**src/verilog/psf_consts.svh**
```systemverilog
// Offsets, bit positions and reset values of the status flag bank
`ifndef PSF_CONSTS_SVH
`define PSF_CONSTS_SVH

// ----------------------------------------
// Register byte offsets
// ----------------------------------------
`define PSF_OFS_STATUS 8'h00
`define PSF_OFS_IO_FAULT 8'h04
`define PSF_OFS_IRQ_STATUS 8'h08
`define PSF_OFS_IRQ_ENABLE 8'h0c
`define PSF_OFS_IRQ_CLEAR 8'h10

// ----------------------------------------
// Status word bit positions
// ----------------------------------------
`define PSF_POS_FATAL 0
`define PSF_POS_MINOR 1
`define PSF_POS_WDOG 2
`define PSF_POS_IO 3
`define PSF_POS_BATT 4
`define PSF_POS_FUSE 5
`define PSF_POS_BACKUP 9
`define PSF_POS_CLOCK 10
`define PSF_POS_EDIT_ACT 11
`define PSF_POS_EDIT_ERR 12

// ----------------------------------------
// Widths and reset values
// ----------------------------------------
`define PSF_WORD_W 16
`define PSF_STICKY_W 5
`define PSF_USED_MASK 16'h1e3f
`define PSF_RST_FLAGS 10'h000
`define PSF_RST_WORD 16'h0000
`define PSF_RST_IO_FAULT 32'h0000_0000
`define PSF_RST_PRDATA 32'h0000_0000

`endif

```
**src/verilog/psf_pkg.sv**
```systemverilog
// Types shared by the status flag bank
package psf_pkg;

	// Conditions reported by the rest of the CPU
	typedef struct packed {
		logic fatal_err;
		logic minor_err;
		logic wdog_expire;
		logic rtc_set_err;
		logic edit_fail;
		logic battery_low;
		logic fuse_open;
		logic backup_ok;
		logic edit_active;
	} psf_cond_t;

	// Flag bank as seen by the user program
	typedef struct packed {
		logic fatal_fault;
		logic minor_fault;
		logic watchdog_fault_flag;
		logic io_fault;
		logic battery_low;
		logic fuse_fault;
		logic backup_good;
		logic clock_set_fault;
		logic edit_active;
		logic edit_fault;
	} psf_flags_t;

endpackage : psf_pkg

```
**src/verilog/psf_status_flags.sv**
```systemverilog
// System status flag bank of the controller CPU with APB access
//
// Behaviour
// - Fatal error sets the fatal flag
// - Ordinary error sets the minor flag
// - Watchdog expiry sets the watchdog flag
// - I/O flag equals OR of fault bits
// - Low battery sets the battery flag
// - Open output fuse sets fuse flag
// - Backup flag high while backup normal
// - Clock setting error sets clock flag
// - Edit flag high during online editing
// - Failed online edit sets edit fault
`timescale 1ns/100ps
`include "psf_consts.svh"
module psf_status_flags (
	// Clock and reset
	input wire logic clk,
	input wire logic reset,
	// APB slave
	input wire logic [7:0] paddr,
	input wire logic psel,
	input wire logic penable,
	input wire logic pwrite,
	input wire logic [31:0] pwdata,
	output logic [31:0] prdata,
	output logic pready,
	output logic pslverr,
	// Conditions from the CPU
	input wire psf_pkg::psf_cond_t cond,
	input wire logic [31:0] io_fault_bits,
	// Flags and interrupt
	output psf_pkg::psf_flags_t status_flags,
	output logic irq
);
	import psf_pkg::*;

	// ----------------------------------------
	// Declarations
	// ----------------------------------------
	logic [`PSF_STICKY_W-1:0] sticky_set;
	logic [`PSF_STICKY_W-1:0] sticky_q;
	psf_flags_t next_flags;
	logic [`PSF_WORD_W-1:0] next_word;
	logic [`PSF_WORD_W-1:0] cur_word;
	logic [`PSF_WORD_W-1:0] rise;
	logic [`PSF_WORD_W-1:0] irq_status;
	logic [`PSF_WORD_W-1:0] irq_enable;
	logic [`PSF_WORD_W-1:0] irq_clr;
	logic [31:0] io_fault;
	logic [31:0] next_prdata;
	logic next_pslverr;
	logic access;
	logic done;
	logic was_reset;

	// Pack a flag set into the status word layout
	function automatic logic [`PSF_WORD_W-1:0] pack_word(input psf_flags_t f);
		logic [`PSF_WORD_W-1:0] w;
		w = `PSF_RST_WORD;
		w[`PSF_POS_FATAL] = f.fatal_fault;
		w[`PSF_POS_MINOR] = f.minor_fault;
		w[`PSF_POS_WDOG] = f.watchdog_fault_flag;
		w[`PSF_POS_IO] = f.io_fault;
		w[`PSF_POS_BATT] = f.battery_low;
		w[`PSF_POS_FUSE] = f.fuse_fault;
		w[`PSF_POS_BACKUP] = f.backup_good;
		w[`PSF_POS_CLOCK] = f.clock_set_fault;
		w[`PSF_POS_EDIT_ACT] = f.edit_active;
		w[`PSF_POS_EDIT_ERR] = f.edit_fault;
		return w;
	endfunction : pack_word

	// ----------------------------------------
	// Error flags that stay set until power-up
	// ----------------------------------------
	// Event order: fatal, minor, watchdog, clock set, edit fail
	assign sticky_set = {cond.fatal_err, cond.minor_err, cond.wdog_expire,
		cond.rtc_set_err, cond.edit_fail};

	psf_sticky #(
		.WIDTH(`PSF_STICKY_W)
	) u_err_sticky (
		.clk(clk),
		.reset(reset),
		.set(sticky_set),
		.clr('0),
		.q(sticky_q)
	);

	// Next flag set, sticky errors merged with live levels
	always_comb begin
		next_flags = '0;
		next_flags.fatal_fault = sticky_q[4] | cond.fatal_err;
		next_flags.minor_fault = sticky_q[3] | cond.minor_err;
		next_flags.watchdog_fault_flag = sticky_q[2] | cond.wdog_expire;
		next_flags.io_fault = |io_fault_bits;
		next_flags.battery_low = cond.battery_low;
		next_flags.fuse_fault = cond.fuse_open;
		next_flags.backup_good = cond.backup_ok;
		next_flags.clock_set_fault = sticky_q[1] | cond.rtc_set_err;
		next_flags.edit_active = cond.edit_active;
		next_flags.edit_fault = sticky_q[0] | cond.edit_fail;
	end

	// Flag outputs, cleared at power-up
	always_ff @(posedge clk) begin
		if (reset) begin
			status_flags <= `PSF_RST_FLAGS;
		end else begin
			status_flags <= next_flags;
		end
	end

	// Copy of the individual I/O fault bits for software
	always_ff @(posedge clk) begin
		if (reset) begin
			io_fault <= `PSF_RST_IO_FAULT;
		end else begin
			io_fault <= io_fault_bits;
		end
	end

	// ----------------------------------------
	// Interrupt events on each flag going high
	// ----------------------------------------
	assign next_word = pack_word(next_flags);
	assign cur_word = pack_word(status_flags);
	assign rise = next_word & ~cur_word;
	assign irq_clr = (done && pwrite && paddr == `PSF_OFS_IRQ_CLEAR) ?
		pwdata[`PSF_WORD_W-1:0] : `PSF_RST_WORD;

	psf_sticky #(
		.WIDTH(`PSF_WORD_W)
	) u_irq_sticky (
		.clk(clk),
		.reset(reset),
		.set(rise),
		.clr(irq_clr),
		.q(irq_status)
	);

	// Interrupt enable register
	always_ff @(posedge clk) begin
		if (reset) begin
			irq_enable <= `PSF_RST_WORD;
		end else if (done && pwrite && paddr == `PSF_OFS_IRQ_ENABLE) begin
			irq_enable <= pwdata[`PSF_WORD_W-1:0] & `PSF_USED_MASK;
		end
	end

	// Level interrupt from enabled pending events
	always_ff @(posedge clk) begin
		if (reset) begin
			irq <= 1'b0;
		end else begin
			irq <= |(irq_status & irq_enable);
		end
	end

	// ----------------------------------------
	// APB slave
	// ----------------------------------------
	assign access = psel & penable;
	assign done = access & pready;

	// Read mux and error decode
	always_comb begin
		next_prdata = `PSF_RST_PRDATA;
		next_pslverr = 1'b0;
		case (paddr)
			`PSF_OFS_STATUS: begin
				next_prdata[`PSF_WORD_W-1:0] = cur_word;
				next_pslverr = pwrite;
			end
			`PSF_OFS_IO_FAULT: begin
				next_prdata = io_fault;
				next_pslverr = pwrite;
			end
			`PSF_OFS_IRQ_STATUS: begin
				next_prdata[`PSF_WORD_W-1:0] = irq_status;
				next_pslverr = pwrite;
			end
			`PSF_OFS_IRQ_ENABLE: begin
				next_prdata[`PSF_WORD_W-1:0] = irq_enable;
			end
			`PSF_OFS_IRQ_CLEAR: begin
				next_prdata = `PSF_RST_PRDATA; // Write-only, reads zero
			end
			default: begin
				next_pslverr = 1'b1; // Unmapped
			end
		endcase
	end

	// One wait state, then the answer
	always_ff @(posedge clk) begin
		if (reset) begin
			pready <= 1'b0;
		end else begin
			pready <= access & ~pready;
		end
	end

	// Read data and error, captured with pready
	always_ff @(posedge clk) begin
		if (reset) begin
			prdata <= `PSF_RST_PRDATA;
			pslverr <= 1'b0;
		end else if (access && !pready) begin
			prdata <= pwrite ? `PSF_RST_PRDATA : next_prdata;
			pslverr <= next_pslverr;
		end else begin
			prdata <= `PSF_RST_PRDATA;
			pslverr <= 1'b0;
		end
	end

	// ----------------------------------------
	// Assertions
	// ----------------------------------------
	// Reset seen at the last edge; checks skip the release edge too
	always_ff @(posedge clk) begin
		was_reset <= reset;
	end
endmodule : psf_status_flags

```
**src/verilog/psf_sticky.sv**
```systemverilog
// Per-bit sticky latch where a set beats a simultaneous clear
`timescale 1ns/100ps
module psf_sticky #(
	parameter int WIDTH = 1
) (
	// Clock and reset
	input wire logic clk,
	input wire logic reset,
	// Set and clear strobes
	input wire logic [WIDTH-1:0] set,
	input wire logic [WIDTH-1:0] clr,
	// Latched bits
	output logic [WIDTH-1:0] q
);

	// ----------------------------------------
	// One latch per bit
	// ----------------------------------------
	genvar i;
	generate
		for (i = 0; i < WIDTH; i++) begin : g_bit
			always_ff @(posedge clk) begin
				if (reset) begin
					q[i] <= 1'b0;
				end else begin
					q[i] <= set[i] | (q[i] & ~clr[i]); // Set wins
				end
			end

		end
	endgenerate
endmodule : psf_sticky

```
**config.mk**
```make
export PLATFORM = sky130hd
export DESIGN_NAME = psf_status_flags
export DESIGN_NICKNAME = d
export VERILOG_FILES = /design/src/verilog/psf_pkg.sv /design/src/verilog/psf_status_flags.sv /design/src/verilog/psf_sticky.sv
export VERILOG_INCLUDE_DIRS = /design/src /design/src/verilog
export SDC_FILE = /design/constraint.sdc
export NUM_CORES = 1
export LEC_CHECK = 0
export ABC_AREA = 1
export BUFFER_PORTS_ARGS = -buffer_cell sky130_fd_sc_hd__buf_2
export CORE_MARGIN = 2
export CORE_UTILIZATION = 54
export DETAILED_ROUTE_END_ITERATION = 12
export PLACE_DENSITY = 0.82
export SETUP_SLACK_MARGIN = 0.15
export SLEW_MARGIN = 20
export SYNTH_ARGS = -nofsm -noshare
export SYNTH_HDL_FRONTEND = slang
export SYNTH_SLANG_ARGS = --single-unit
```
**constraint.sdc**
```tcl
create_clock -name clk -period 2.5 [get_ports clk]
set_clock_uncertainty 0.1 [all_clocks]
set_input_delay 0.125 -clock clk [delete_from_list [all_inputs] [get_ports clk]]
set_output_delay 0.125 -clock clk [all_outputs]
set_load 0.01 [all_outputs]
```
# Yosys cells after proc, flatten, opt, wreduce, memory -nomap -nowiden
# Index checks and enable logic that the tools add are counted.
# op_classes
n_bitwise	62
n_mux	3
n_reduce_logical	13
addsub	0
div_mod_pow	0
n_lt_le_gt_ge	0
n_mul	0
eq_ne	4
n_shift	0
# ops
op	count
$pmux W16 S4	1
$reduce_or A32 Y1	1
$or A1 B1 Y1	21
$and A1 B1 Y1	19
$not A1 Y1	19
$and A13 B16 Y16	1
$and A16 B13 Y16	1
$eq A8 B4 Y1 const B	2
$mux W16	1
$not A13 Y16	1
$reduce_or A16 Y1	1
$eq A8 B3 Y1 const B	1
$eq A8 B5 Y1 const B	1
$logic_not A8 Y1	1
$reduce_or A3 Y1	2
$logic_and A1 B1 Y1	4
$reduce_or A2 Y1	2
$reduce_or A4 Y1	1
$pmux W1 S2	1
$logic_not A1 Y1	1
# totals
in_bits	86
latchBits	0
mem_bits_ro	0
ramBits	0
out_inout_bits	45
wordCells	115
memories	0
register_bits	103

# Depth between registers and ports, before layout
# logic_depth
ltp_word	8
depth_mapped	8

# Modules after synthesis
# A second synthesis with hierarchy kept.
# unflattened
hier_cells	597
area_unflattened_um2	4302.9
# modules_own_cells
module	seq_area_each_um2	cells_each	area_per_inst_um2	instances
psf_status_flags	1741.7	490	3464.6	1
psf_sticky at u_irq_sticky	320.3	82	656.9	1
psf_sticky at u_err_sticky	100.1	25	181.4	1

# Worst setup path after synthesis
# OpenSTA, ideal clock, no wires.
# synth_path
kind	register to register
from	register pready
to	register prdata[17]
slack_ns	1.281
setup_time_ns	0.062
required_ns	2.338
arrival_time_ns	1.058
stages_incl_launch_ff	7
path_cell_list	dfxtp_1 inv_2 nand4_2 nor2_4 nand3_4 buf_6 nor2_2
# synth_between
elab_chain_len	4
# synth_lines
item	line_no	text
from (decl)	psf_status_flags.sv:27	output logic pready,
from (signal assigned)	psf_status_flags.sv:201	pready <= access & ~pready;
$logic_not A1 Y1	psf_status_flags.sv:210	end else if (access && !pready) begin
$logic_and A1 B1 Y1	psf_status_flags.sv:210	
$not A1 Y1 (no source line)	--	
$reduce_or A4 Y1 (no source line)	--	
to (signal assigned)	psf_status_flags.sv:208	prdata <= `PSF_RST_PRDATA;
to (signal assigned)	psf_status_flags.sv:211	prdata <= pwrite ? `PSF_RST_PRDATA : next_prdata;
to (signal assigned)	psf_status_flags.sv:214	prdata <= `PSF_RST_PRDATA;
to (decl)	psf_status_flags.sv:26	output logic [31:0] prdata,
# No other way between the ends.
# A chain may end at the register's enable or synchronous reset.

# Worst setup path after layout
# layout_path
from	input port pwrite
to	register u_irq_sticky.q[6]
# layout_between
elab_chain_len	6
# layout_lines
item	line_no	text
from (decl)	psf_status_flags.sv:24	input wire logic pwrite,
$logic_and A1 B1 Y1	psf_status_flags.sv:130	assign irq_clr = (done && pwrite && paddr == `PSF_OFS_IRQ_CLEAR) ?
$logic_and A1 B1 Y1 (no source line)	--	
$mux W16 (no source line)	--	
$not A1 Y1	psf_sticky.sv:26	q[i] <= set[i] | (q[i] & ~clr[i]);
$and A1 B1 Y1	psf_sticky.sv:26	
$or A1 B1 Y1	psf_sticky.sv:26	
to (signal, indexed assignment)	psf_sticky.sv:26	
to (decl)	psf_sticky.sv:13	output logic [WIDTH-1:0] q
# No other way between the ends.

==> results.sh <==
export IMPL_maxClockFrequency_mhz=670
export IMPL_finalSetupViolCount=0
export IMPL_r2r_start="pready"
export IMPL_fillers=570
export IMPL_hold_viol=0
export IMPL_setup_tns_ns=0
export IMPL_critPathMaxFanout=17
export IMPL_worst_pin_slew_ns=0.588
export IMPL_clkPwrFrac=0.331
export IMPL_fp_dieW_um=89.9
export IMPL_ff2ff_path_depth=7
export IMPL_layout_common_cells="buf_2, dfxtp_1, nor2_1, nand2_1, inv_1"
export IMPL_power_mw=3.01
export IMPL_drt_first_pass_iters=5
export IMPL_hold_depth=4
export IMPL_worstSetupPathType="input port to flip-flop"
export IMPL_critPathRequiredTime_ns=2.66
export IMPL_clk_pin_slew_worst_paths_ns=0.10
export IMPL_peakVddDrop_mv=0.301
export IMPL_critPathArrivalTime_ns=1.66
export IMPL_gp_congestion=0.838
export IMPL_clock_sinks=103
export IMPL_seqPwrFrac=0.572
export IMPL_ys_types=26
export IMPL_crit_path_max_incr_delay_ns=0.52
export IMPL_num_rows=31
export IMPL_syn_num_nets=606
export IMPL_remaining_drc_errors=0
export IMPL_cts_tree="built"
export IMPL_cts_made_buffers=9
export IMPL_startpoint_type="input port"
export IMPL_drt_iter0_drc=243
export IMPL_ant_nets=0
export IMPL_antenna_found_initial=0
export IMPL_p_sw_uw=764
export IMPL_drive_gt1_frac=0.242
export IMPL_reg2reg_slack_ns=1.15
export IMPL_path_cells="dlygate4sd3_1 -> buf_2 -> nand3_2 -> nor2_8 -> nand2_4 -> inv_2 -> nand2_1 -> nand3_1 -> inv_1"
export IMPL_p_per_area_mw_per_mm2=559
export IMPL_rsz0062_at_grt="false"
export IMPL_synthXorXnorAreaFrac=0
export IMPL_synth_simple_gate_area_frac=0.338
export IMPL_ys_seq_area_frac=0.518
export IMPL_synth_area_mm2=0.00398
export IMPL_netlist_instances=520
export IMPL_final_common_cell="buf_2"
export IMPL_diodes=0
export IMPL_post_dp_hpwl_mm=6.35
export IMPL_swShare=0.254
export IMPL_p_int_mw=2.24
export IMPL_synth_top_family_by_area="simple AND/OR/NAND/NOR gates"
export IMPL_viasPerCell=4.76
export IMPL_ctsHtreeMaxLevel=3
export IMPL_grt_pass1_wl_mm=16.5
export IMPL_fin_crit_ns=1.49
export IMPL_vias=3785
export IMPL_numPortBuffers=114
export IMPL_post_route_period_util=0.597
export IMPL_synthToLayoutAreaGrowth_pct=35.1
export IMPL_routed_wl_mm=10.0
export IMPL_hold_path_class="input port to flip-flop"
export IMPL_pin_count=131
export IMPL_grtUsageTotal=0.250
export IMPL_grt_max_degree=59
export IMPL_die_h_um=89.9
export IMPL_maxSlewViolCount=0
export IMPL_relSlewSlack=0.608
export IMPL_initial_core_util=0.552
export IMPL_placed_cells=720
export IMPL_ys_seq_elements=103
export IMPL_path_delay_family="buffers and inverters"
export IMPL_cpMaxStageDelayCell="dlygate4sd3_1"
export IMPL_cts_root_buf="clkbuf_8"
export IMPL_clockBufferDepth=2
export IMPL_power_leakage_nw=2.71
export IMPL_comb_power_share=0.097
export IMPL_yosys_area_share_adder=0
export IMPL_endpoint_kind="flip-flop"
export IMPL_status="finished, final reports clean"
export IMPL_core_mm2=0.00721
export IMPL_dieArea_mm2=0.00808
export IMPL_r2r_end="u_irq_sticky.q[6]"
export IMPL_grt_pass1_vias=3707
export IMPL_hold_path_end="pslverr"
export IMPL_synth_area_mux_share=0
export IMPL_wl_per_cell_um=12.6
export IMPL_ys_warn_count=0
export IMPL_postCtsResizedCells=0
export IMPL_clock_latency_ns=0.36
export IMPL_hp_start="paddr[3]"
export IMPL_whs_ns=0.0460
export IMPL_postSynthAreaPerCell_um2=7.66
export IMPL_overflow=0
export IMPL_cap_violations=0
export IMPL_fin_nets=778
export IMPL_stdcell_count=796
export IMPL_critPathBufInv=4
export IMPL_synth_compound_area_share=0.0346
[Yosys cell counts]
master	number	area share
nand4_1	3	0.0047
nand2_2	2	0.0031
a21oi_1	22	0.028
nor2_8	2	0.010
buf_2	1	0.0013
nor2_1	93	0.088
a211oi_1	1	0.0019
nand3_2	1	0.0025
nor2_2	15	0.024
nand3_1	67	0.084
nand2_1	91	0.086
buf_4	4	0.0075
nor3_4	1	0.0041
nand2_4	4	0.011
inv_2	5	0.0047
inv_4	1	0.0016
dfxtp_1	103	0.52
buf_1	4	0.0038
nor2_4	4	0.011
o21ai_0	4	0.0050
clkbuf_1	2	0.0019
inv_1	82	0.077
buf_6	4	0.011
nand4_2	1	0.0031
nor3_1	2	0.0025
nand3_4	1	0.0044
[worst max path at each step]
| stage | startpoint | to | cells after the start |
|---|---|---|---|
| CTS | pwrite | u_irq_sticky.q[6] | 9 |
| global route | pwrite | u_irq_sticky.q[6] | 9 |
| floorplan | pready | prdata[17] | 6 |
| global placement | paddr[3] | u_irq_sticky.q[3] | 9 |
| finish | pwrite | u_irq_sticky.q[6] | 9 |
| detailed placement | paddr[3] | u_irq_sticky.q[6] | 9 |
[flip-flops by register name, summed over array words and instances, names as in the netlist]
name            cells
irq                 1
u_irq_sticky.q     16
prdata             32
status_flags        5
pready              1
pslverr             1
io_fault           32
irq_enable         10
u_err_sticky.q      5
[tightest hold or removal path, cell delays in order]
cell,delay (ns)
buf_2,0.12
nand2_2,0.09
nand2_1,0.07
a211oi_1,0.06
[power by group through the flow]
stage / sequential [mW] / clock (mW) / combinational (mW)
finish: 1.72 / 0.995 / 0.292
global route: 1.73 / 1.08 / 0.324
CTS: 1.72 / 1.00 / 0.288
detailed placement: 1.76 / 0 / 0.215
global placement: 1.76 / 0 / 0.208
floorplan: 1.76 / 0 / 0.112
[cells by family (layout without fill, tap and decap cells)]
group	count (synthesis)	count (layout)
flip-flops	103	103
AND/OR/NAND/NOR	287	287
AO/OA/AOI/OAI	27	27
buffers and inverters	103	280
[what timing repair did]
action / 4_1_cts / 5_1_grt
buffers inserted: 0 / 0
hold endpoints to repair: 69 / 0
hold buffers: 60 / 0
setup endpoints to repair: 0 / 0
[per-stage QoR]
stage / area, um2 / util / setup WS [ns]
after detailed placement: 4590 / 0.636 / 1.04
final: 5380 / 0.746 / 1.01
after global placement: 4590 / 0.636 / 1.08
after floorplan: 3980 / - / 1.28
after global routing: 5380 / 0.746 / 0.919
after CTS: 5380 / 0.746 / 1.01
[metal layers]
layer | vias to the layer above | global-route usage | wire length [um]
met2 | 150 | 0.462 | 5100
met3 | 19 | 0.0402 | 650
met4 | 0 | 0.0987 | 214
met1 | 1692 | 0.290 | 4080
li1 | 1924 | - | -
met5 | - | 0 | 0
[area by class of cell]
cell class	count	area (um2)	share of cell area
timing repair buffer	176	1190	0.220
inverter	88	333	0.0618
clock inverter	6	53.8	0.0100
clock buffer	10	138	0.0256
tap	99	124	0.0230
multi-input combinational	314	1490	0.276
sequential	103	2060	0.383
No activity file was read; power rests on OpenSTA's default activity.
